`src/dcs_pkg.sv`:
```
package dcs_pkg;

    // ------------------------------------------------------------------
    // Register map
    // ------------------------------------------------------------------
    localparam logic [3:0] DCS_ADDR_STATUS   = 4'h0;
    localparam logic [3:0] DCS_ADDR_IRQ_EN   = 4'h1;
    localparam logic [3:0] DCS_ADDR_IRQ_CLR  = 4'h2;
    localparam logic [3:0] DCS_ADDR_IRQ_STAT = 4'h3;
    localparam logic [3:0] DCS_ADDR_LOG      = 4'h4;

    // ------------------------------------------------------------------
    // Status field positions
    // ------------------------------------------------------------------
    localparam int DCS_BIT_DONE = 0;
    localparam int DCS_BIT_BUSY = 1;
    localparam int DCS_BIT_REQ  = 2;
    localparam int DCS_BIT_BED  = 4;
    localparam int DCS_BIT_BES  = 5;
    localparam int DCS_BIT_CE   = 6;

    // Interrupt event positions
    localparam int DCS_EV_DONE = 0;
    localparam int DCS_EV_CE   = 1;
    localparam int DCS_EV_BES  = 2;
    localparam int DCS_EV_BED  = 3;
    localparam int DCS_EV_NUM  = 4;

    // ------------------------------------------------------------------
    // Reset values and log sizing
    // ------------------------------------------------------------------
    localparam logic [7:0] DCS_STATUS_RST = 8'h00;
    localparam logic [3:0] DCS_IRQ_EN_RST = 4'h0;
    localparam int         DCS_LOG_DEPTH  = 16;
    localparam int         DCS_LOG_AW     = 4;

    // Transfer sizes: 00 long, 01 byte, 10 word, 11 line (16 bytes)
    typedef enum logic [1:0] {
        DCS_SZ_LONG = 2'b00,
        DCS_SZ_BYTE = 2'b01,
        DCS_SZ_WORD = 2'b10,
        DCS_SZ_LINE = 2'b11
    } dcs_size_e;

    typedef enum logic [1:0] {
        DCS_ST_IDLE,
        DCS_ST_WAIT,
        DCS_ST_ACTIVE
    } dcs_state_e;

endpackage

```
`src/dcs_log_mem.sv`:
```
`timescale 1ns/1ps
`default_nettype none
// Small event log: last status snapshots taken at each channel end
module dcs_log_mem
    import dcs_pkg::*;
(
    input  wire logic                  mclk,     // System clock
    input  wire logic                  wr_en,    // Write strobe
    input  wire logic [DCS_LOG_AW-1:0] wr_addr,  // Write index
    input  wire logic [7:0]            wr_data,  // Write value
    input  wire logic [DCS_LOG_AW-1:0] rd_addr,  // Read index
    output logic      [7:0]            rd_data   // Registered read value
);
    logic [7:0] mem [DCS_LOG_DEPTH];

    always_ff @(posedge mclk) begin
        if (wr_en) begin
            mem[wr_addr] <= wr_data;
        end
        rd_data <= mem[rd_addr];
    end
endmodule
`default_nettype wire

```
`src/dcs_channel_status.sv`:
```
// Contract
// - Configuration error is set when the byte count does not fit the source or destination size.
// - Configuration error is also set when source or destination address is misaligned for its size.
// - Configuration error is cleared by reset or by writing one to the done bit.
// - Source bus error is set when the channel ends on a bus error in the read phase.
// - Destination bus error is set when the channel ends on a bus error in the write phase.
// - Request reads one while work remains and the channel is not selected.
// - Request clears when the channel is selected and stays zero while active or idle.
// - Busy is set the first time the channel is enabled after a transfer starts.
// - Busy clears once the channel finishes its last transaction.
// - Done is set when the byte count reaches zero and the last transfer ends without error.
// - Writing one to done clears every status flag, errors and interrupt state included.
// - Writing one to done during a transfer aborts it and resets the status flags.
// - Writing zero to done has no effect at all.
// - The clear action from a done write releases by itself with no further write.
// - A one at bit 0 makes a one-cycle channel reset pulse; other status bits ignore writes.
`timescale 1ns/1ps
`default_nettype none
module dcs_channel_status
    import dcs_pkg::*;
(
    input  wire logic        mclk,          // 20 MHz system clock
    input  wire logic        nrst,          // Async reset, active low
    input  wire logic [3:0]  reg_addr,      // Register index
    input  wire logic [7:0]  reg_wdata,     // Write data
    input  wire logic        reg_wr,        // Write strobe
    input  wire logic        reg_rd,        // Read strobe
    output logic      [7:0]  reg_rdata,     // Read data, cycle after strobe
    input  wire logic        xfer_start,    // Pulse: transfer initiated
    input  wire logic        chan_enabled,  // Level: channel enabled
    input  wire logic        chan_selected, // Level: channel granted the bus
    input  wire logic [23:0] byte_count,    // Remaining byte count
    input  wire logic [31:0] source_address,      // Source address
    input  wire logic [31:0] destination_address, // Destination address
    input  wire logic [1:0]  src_size,      // Source transfer size
    input  wire logic [1:0]  dst_size,      // Destination transfer size
    input  wire logic        xfer_last,     // Pulse: final transaction concluded
    input  wire logic        bus_err_rd,    // Pulse: bus error in read phase
    input  wire logic        bus_err_wr,    // Pulse: bus error in write phase
    output logic             chan_reset,    // One-cycle channel reset / abort
    output logic             chan_halt,     // Level: stop transfers on error
    output logic             irq            // Level interrupt
);
    // ------------------------------------------------------------------
    // State
    // ------------------------------------------------------------------
    typedef struct packed {
        dcs_state_e            state;
        logic                  ce;
        logic                  source_bus_error_flag;
        logic                  bed;
        logic                  busy;
        logic                  done;
        logic                  reset_pulse;
        logic [DCS_EV_NUM-1:0] irq_stat;
        logic [DCS_EV_NUM-1:0] irq_en;
        logic [7:0]            rdata;
        logic                  rd_log;
        logic [DCS_LOG_AW-1:0] log_ptr;
    } dcs_state_s;

    dcs_state_s s_reg;
    dcs_state_s s_next;

    logic [7:0]            status;
    logic                  req;
    logic                  cfg_bad;
    logic                  done_wr;
    logic [DCS_EV_NUM-1:0] ev;
    logic                  log_wr;
    logic [7:0]            log_rdata;

    // ------------------------------------------------------------------
    // Configuration checks
    // ------------------------------------------------------------------
    function automatic logic misfit(input logic [1:0] sz, input logic [3:0] low);
        logic r;
        r = 1'b0;
        case (sz)
            DCS_SZ_BYTE: r = 1'b0;
            DCS_SZ_WORD: r = low[0];
            DCS_SZ_LONG: r = |low[1:0];
            DCS_SZ_LINE: r = |low[3:0];
            default:     r = 1'b0;
        endcase
        return r;
    endfunction

    always_comb begin
        cfg_bad = misfit(src_size, byte_count[3:0])
                | misfit(dst_size, byte_count[3:0])
                | misfit(src_size, source_address[3:0])
                | misfit(dst_size, destination_address[3:0]);
    end

    // Software done write: only bit 0 of the status register acts
    assign done_wr = reg_wr && (reg_addr == DCS_ADDR_STATUS)
                     && reg_wdata[DCS_BIT_DONE];

    // Request derives from live state so it tracks selection exactly
    assign req = (s_reg.state == DCS_ST_WAIT) && !chan_selected;

    always_comb begin
        status               = 8'h00;
        status[DCS_BIT_CE]   = s_reg.ce;
        status[DCS_BIT_BES]  = s_reg.source_bus_error_flag;
        status[DCS_BIT_BED]  = s_reg.bed;
        status[DCS_BIT_REQ]  = req;
        status[DCS_BIT_BUSY] = s_reg.busy;
        status[DCS_BIT_DONE] = s_reg.done;
    end

    // ------------------------------------------------------------------
    // Next state
    // ------------------------------------------------------------------
    always_comb begin
        s_next             = s_reg;
        s_next.reset_pulse = done_wr;
        s_next.rd_log      = 1'b0;
        ev                 = '0;
        log_wr             = 1'b0;

        case (s_reg.state)
            DCS_ST_IDLE: begin
                if (xfer_start) begin
                    s_next.state = DCS_ST_WAIT;
                end
            end
            DCS_ST_WAIT: begin
                if (chan_enabled) begin
                    s_next.busy = 1'b1;
                end
                if (chan_selected) begin
                    s_next.state = DCS_ST_ACTIVE;
                end
            end
            DCS_ST_ACTIVE: begin
                if (bus_err_rd || bus_err_wr) begin
                    s_next.source_bus_error_flag   = s_reg.source_bus_error_flag | bus_err_rd;
                    s_next.bed   = s_reg.bed | bus_err_wr;
                    s_next.busy  = 1'b0;
                    s_next.state = DCS_ST_IDLE;
                    ev[DCS_EV_BES] = bus_err_rd;
                    ev[DCS_EV_BED] = bus_err_wr;
                    log_wr       = 1'b1;
                end else if (xfer_last && byte_count == 24'h000000) begin
                    s_next.done  = 1'b1;
                    s_next.busy  = 1'b0;
                    s_next.state = DCS_ST_IDLE;
                    ev[DCS_EV_DONE] = 1'b1;
                    log_wr       = 1'b1;
                end else if (!chan_selected) begin
                    s_next.state = DCS_ST_WAIT;
                end
            end
            default: begin
                s_next.state = DCS_ST_IDLE;
            end
        endcase

        // Checked while a transfer is pending or running
        if (s_reg.state != DCS_ST_IDLE && cfg_bad) begin
            s_next.ce     = 1'b1;
            ev[DCS_EV_CE] = !s_reg.ce;
            if (!s_reg.ce) begin
                s_next.state = DCS_ST_IDLE;
                s_next.busy  = 1'b0;
                log_wr       = 1'b1;
            end
        end

        // ------------------------------------------------------------------
        // Register writes
        // ------------------------------------------------------------------
        if (reg_wr && reg_addr == DCS_ADDR_IRQ_EN) begin
            s_next.irq_en = reg_wdata[DCS_EV_NUM-1:0];
        end
        if (reg_wr && reg_addr == DCS_ADDR_IRQ_CLR) begin
            s_next.irq_stat = s_reg.irq_stat & ~reg_wdata[DCS_EV_NUM-1:0];
        end
        if (log_wr) begin
            s_next.log_ptr = s_reg.log_ptr + 1'b1;
        end

        // Done write clears all status flags and pending interrupts (irq_en kept) and aborts; new events in the
        // same cycle are dropped, since the channel is being reset anyway
        if (done_wr) begin
            s_next.ce       = 1'b0;
            s_next.source_bus_error_flag      = 1'b0;
            s_next.bed      = 1'b0;
            s_next.busy     = 1'b0;
            s_next.done     = 1'b0;
            s_next.irq_stat = '0;
            s_next.state    = DCS_ST_IDLE;
        end else begin
            // Set wins over a simultaneous clear-register write
            s_next.irq_stat = s_next.irq_stat | ev;
        end

        // ------------------------------------------------------------------
        // Register reads
        // ------------------------------------------------------------------
        s_next.rdata = 8'h00;
        if (reg_rd) begin
            case (reg_addr)
                DCS_ADDR_STATUS:   s_next.rdata = status;
                DCS_ADDR_IRQ_EN:   s_next.rdata = {4'h0, s_reg.irq_en};
                DCS_ADDR_IRQ_STAT: s_next.rdata = {4'h0, s_reg.irq_stat};
                DCS_ADDR_LOG:      s_next.rd_log = 1'b1;
                default:           s_next.rdata = 8'h00;
            endcase
        end
    end

    always_ff @(posedge mclk or negedge nrst) begin
        if (!nrst) begin
            s_reg.state       <= DCS_ST_IDLE;
            s_reg.ce          <= 1'b0;
            s_reg.source_bus_error_flag         <= 1'b0;
            s_reg.bed         <= 1'b0;
            s_reg.busy        <= 1'b0;
            s_reg.done        <= 1'b0;
            s_reg.reset_pulse <= 1'b0;
            s_reg.irq_stat    <= '0;
            s_reg.irq_en      <= DCS_IRQ_EN_RST;
            s_reg.rdata       <= 8'h00;
            s_reg.rd_log      <= 1'b0;
            s_reg.log_ptr     <= '0;
        end else begin
            s_reg <= s_next;
        end
    end

    // ------------------------------------------------------------------
    // Snapshot log of status at each channel end
    // ------------------------------------------------------------------
    // Entry holds the flags as they settle at the channel end; the read
    // index trails the write pointer so software sees the newest entry
    dcs_log_mem u_log (
        .mclk    (mclk),
        .wr_en   (log_wr),
        .wr_addr (s_reg.log_ptr),
        .wr_data ({1'b0, s_next.ce, s_next.source_bus_error_flag, s_next.bed,
                   2'b00, s_next.busy, s_next.done}),
        .rd_addr (s_reg.log_ptr - 1'b1),
        .rd_data (log_rdata)
    );

    assign reg_rdata  = s_reg.rd_log ? log_rdata : s_reg.rdata;
    assign chan_reset = s_reg.reset_pulse;
    assign chan_halt  = s_reg.ce | s_reg.source_bus_error_flag | s_reg.bed;
    assign irq        = |(s_reg.irq_stat & s_reg.irq_en);
endmodule
`default_nettype wire

```
`config.mk`:
```
export PLATFORM = sky130hd
export DESIGN_NAME = dcs_channel_status
export DESIGN_NICKNAME = d
export VERILOG_FILES = /design/src/dcs_pkg.sv /design/src/dcs_log_mem.sv /design/src/dcs_channel_status.sv
export SDC_FILE = /design/constraint.sdc
export NUM_CORES = 1
export LEC_CHECK = 0
export CORE_MARGIN = 3
export CORE_UTILIZATION = 50
export DETAILED_ROUTE_END_ITERATION = 12
export DONT_BUFFER_PORTS = 1
export GPL_TIMING_DRIVEN = 0
export PLACE_DENSITY = 0.7
export RECOVER_POWER = 100
export SYNTH_ARGS = -nofsm -noshare
export SYNTH_HDL_FRONTEND = slang
export SYNTH_SLANG_ARGS = --single-unit
```
`constraint.sdc`:
```
create_clock -name mclk -period 2.74 [get_ports mclk]
set_input_delay 0.411 -clock mclk [delete_from_list [all_inputs] [get_ports mclk]]
set_output_delay 0.411 -clock mclk [all_outputs]
set_load 0.01 [all_outputs]
```
==> reports/results.md <==
### Floorplan
- **die footprint** 10900 sq um
- **Std-Cell Rows** 35
- **total I/O pin count** 125
- **initial standard-cell utilization of the core** 0.5190
- **Core Area** 9328 sq um
- **Die Y-Extent** 104.4 um
- **horizontal die dimension** 104.4 um

### Worst setup path
- **r2r startpoint** s_reg[0]$_DFFE_PN0P_
- **Setup CP Type** reg -> reg
- **r2r worst-path depth** 7
- **crit end category** flip-flop
- **Data required, critical path** 3.11 ns
- **kind of launch point of the worst setup path** flip-flop
- **largest fanout of any net on the critical path** 10
- **reg-to-reg critical path endpoint** u_log.rd_data[0]$_DFF_P_
- **minimum setup slack among reg-to-reg paths** 0.12 ns
- **arrival time at the worst endpoint** 2.99 ns

### GRT
- **first-pass GRT wire length** 15.72 mm
- **met2 track utilization from global routing** 0.2911
- **met3 Track Usage GR** 0.04966
- **global-route usage over all layers** 0.1912
- **GR Layer Usage met1** 0.2598
- **total grt overflow** 0
- **initial antenna violation count** 0
- **largest net degree at the start of global routing** 29
- **layer with the highest usage** met2
- **via count of the first global-routing pass** 2805

### Routing
- **starting DRC count in detailed routing** 206
- **number of nets with antenna violations after detailed routing** 0
- **DRC violations left** 0
- **average wire length per cell after detail routing** 20.56 um
- **number of vias per cell** 5.782
- **routed wire length** 9.723 mm
- **1st-pass router iterations** 4
- **number of vias after detailed routing** 2735

### Timing
- **period utilization** 0.9575
- **FMAX** 381.2 MHz
- **final worst setup slack** 0.1165 ns
- **Layout Skew** 0.009023 ns
- **min Tclk post-route** 2.623 ns
- **Slew Limit Headroom** 0.04608
- **Slew @ Worst Pin** 1.431 ns
- **unrepaired setup endpoints after global routing** false
- **total of endpoints with negative setup slack in the final report** 0
- **number of slew-limit violations in the final report** 0
- **Final Hold Viols** 0

### Worst hold path
- **worst hold path endpoint** s_reg[19]$_DFF_PN0_
- **Min-Delay Startpoint** bus_err_rd
- **min-delay worst type** in -> reg
- **worst hold path depth** 2

### Synth
- **ranking of synthesized cells by area** edfxtp_1 (50%), dfrtp_1 (14%), mux4_2 (12%)
- **cell types with the highest counts after synthesis** edfxtp_1 (80), nor2_1 (34), dfrtp_1 (28)
- **number of distinct library cell variants in the gate-level netlist after synthesis** 43
- **number of enable flip-flop cells after synthesis** 80
- **synthesis-stage register bit count** 113
- **top-count cell post-synth** edfxtp_1
- **portion of the post-synthesis area used by sequential elements** 0.6617
- **cell area after synthesis** 4841 sq um
- **Mapped Avg Cell Area** 15.67 sq um
- **area share of the largest cell type after synthesis** 0.4963
- **library cell with the largest summed area after synthesis** edfxtp_1
- **Top FF cell, synth** edfxtp_1
- **number of nets in the synthesized netlist** 431
- **number of synthesis warnings** 0
- **proportion of register bits with asynchronous set or reset after synthesis** 0.2478
- **post-synthesis instance total** 309

### CTS
- **source-to-sink clock delay at the later pin of the worst-skew pair** 0.50 ns
- **count of H-tree levels built during CTS** 4
- **Clk Tree Root Cell** clkbuf_8
- **cts bufs inserted** 17
- **number of clock sinks** 113
- **Max clock buf depth** 2
- **Post CTS Setup Buffer Count** 0
- **Clk pin slew, worst setup/hold paths** 0.06 ns
- **TritonCTS clock tree** done

### Final layout
- **P&R area growth vs syn** 14.94%
- **layout filler cell count** 700
- **number of inserted diodes** 0
- **flip-flop count of the largest register, all copies and words added** 80
- **summed area of non-filler cells in the final layout** 5564 sq um
- **fraction of final layout cells with drive strength greater than 1** 0.2151
- **final net count** 453

### Pwr
- **internal power of the cells** 4110 uW
- **power density over the cells** 1055 nW/um^2
- **post-layout total power** 5867 uW
- **clock group share of total power** 0.332
- **combinational fraction of design power** 0.288
- **IR Drop Worst-Case VDD** 0.5126 mV
- **leakage power summed over all cells** 0.001979 uW
- **register share of total power** 0.381
- **switching power as a share of total power** 0.2995
- **switching power** 1757 uW

### Placement
- **Area after DPL** 5016 sq um
- **final estimated routing congestion in global placement** 0.8314
- **Port-buffer cells** 0
- **final HPWL from detailed placement** 6.694 mm
- **pre-CTS setup slack** -0.2886 ns

### Flow run
- **reported max-cap violation count** 0

### Run status
- **status** completed

## repair_timing
item | in CTS | in global routing
endpoints found under the hold margin | 28 | 0
gates resized for setup | 3 | 6
endpoints found under the setup margin | 5 | 22
pin swaps | 0 | 0
hold buffers | 2 | 0
## layer usage
| layer | vias to the layer above | wire length [um] |
|---|---|---|
| li1 | 1232 | - |
| met1 | 1402 | 4216 |
| met2 | 82 | 4724 |
| met3 | 19 | 513 |
| met4 | 0 | 269 |
| met5 | - | 0 |
## critical path: stages, from the launching register on
cell	delay [ns]
dfrtp_1	0.41
clkbuf_2	0.25
buf_4	0.26
inv_1	0.11
ha_1	0.35
clkbuf_4	0.26
mux4_2	0.35
mux4_2	0.50
## how the worst max path moves through the flow
stage / startpoint / endpoint / slack [ns] / cells after the start
global placement: byte_count[1] / u_log.mem[9][1]$_DFFE_PP_ / -0.33 / 5
global route: s_reg[0]$_DFFE_PN0P_ / u_log.rd_data[5]$_DFF_P_ / 0.01 / 7
floorplan: s_reg[0]$_DFFE_PN0P_ / u_log.rd_data[0]$_DFF_P_ / 0.28 / 7
finish: s_reg[0]$_DFFE_PN0P_ / u_log.rd_data[0]$_DFF_P_ / 0.12 / 7
CTS: s_reg[0]$_DFFE_PN0P_ / u_log.rd_data[0]$_DFF_P_ / 0.05 / 7
detailed placement: s_reg[0]$_DFFE_PN0P_ / u_log.rd_data[4]$_DFF_P_ / -0.29 / 7
## cells by family after synthesis
| group | count (synthesis) | synth area share |
|---|---|---|
| compound gates | 33 | 0.04497 |
| xor+xnor | 5 | 0.009048 |
| fa+ha+maj | 8 | 0.02068 |
| buf+inv | 21 | 0.01783 |
| flops | 113 | 0.6617 |
| mux | 36 | 0.1422 |
| other cells | 1 | 0.0007747 |
| simple gates | 92 | 0.1029 |
## power groups by stage
stage               Sequential (uW)  Clock (uW)  Combinational [uW]
finish                         2230        1950                1690
floorplan                      2220           0                1270
global placement               2250           0                1620
CTS                            2230        1970                1690
detailed placement             2260           0                1660
global route                   2250        2050                1830
## cell type report
cell class | instances | area (sq um) | area share
flip-flops and latches | 113 | 3203 | 0.5757
multi-input cells | 175 | 1545 | 0.2777
clock buffers | 19 | 421.7 | 0.07578
well taps | 129 | 161.4 | 0.02901
clock inverters | 13 | 115.1 | 0.02069
plain buffers | 12 | 62.56 | 0.01124
inverters | 9 | 33.78 | 0.006072
repair buffers | 3 | 21.27 | 0.003823
## per-stage QoR
stage               hold slack, ns  utilization  cells  TNS, ns
floorplan                   0.1154            -    309        0
global placement            0.1160       0.5370    438   -6.965
detailed placement          0.1164       0.5378    439   -5.611
CTS                        0.01514       0.5991    473        0
global route               0.03575       0.5965    473        0
finish                     0.03365       0.5965    473        0
## cell usage in the layout, fill, tap and decap left out, types with 5 or more instances in the layout
master,netlist,routed
o21ai_0,5,5
mux2_1,0,5
inv_1,9,9
and3_1,6,6
nor2_1,34,33
a21oi_1,15,15
nor4_1,10,9
mux4_2,25,25
nand2_1,14,14
dfxtp_1,5,5
nand2b_1,2,5
clkbuf_1,7,8
ha_1,8,8
clkbuf_16,0,16
edfxtp_1,80,80
nor3_1,5,5
dfrtp_1,28,28
No activity file was read; power rests on OpenSTA's default activity.
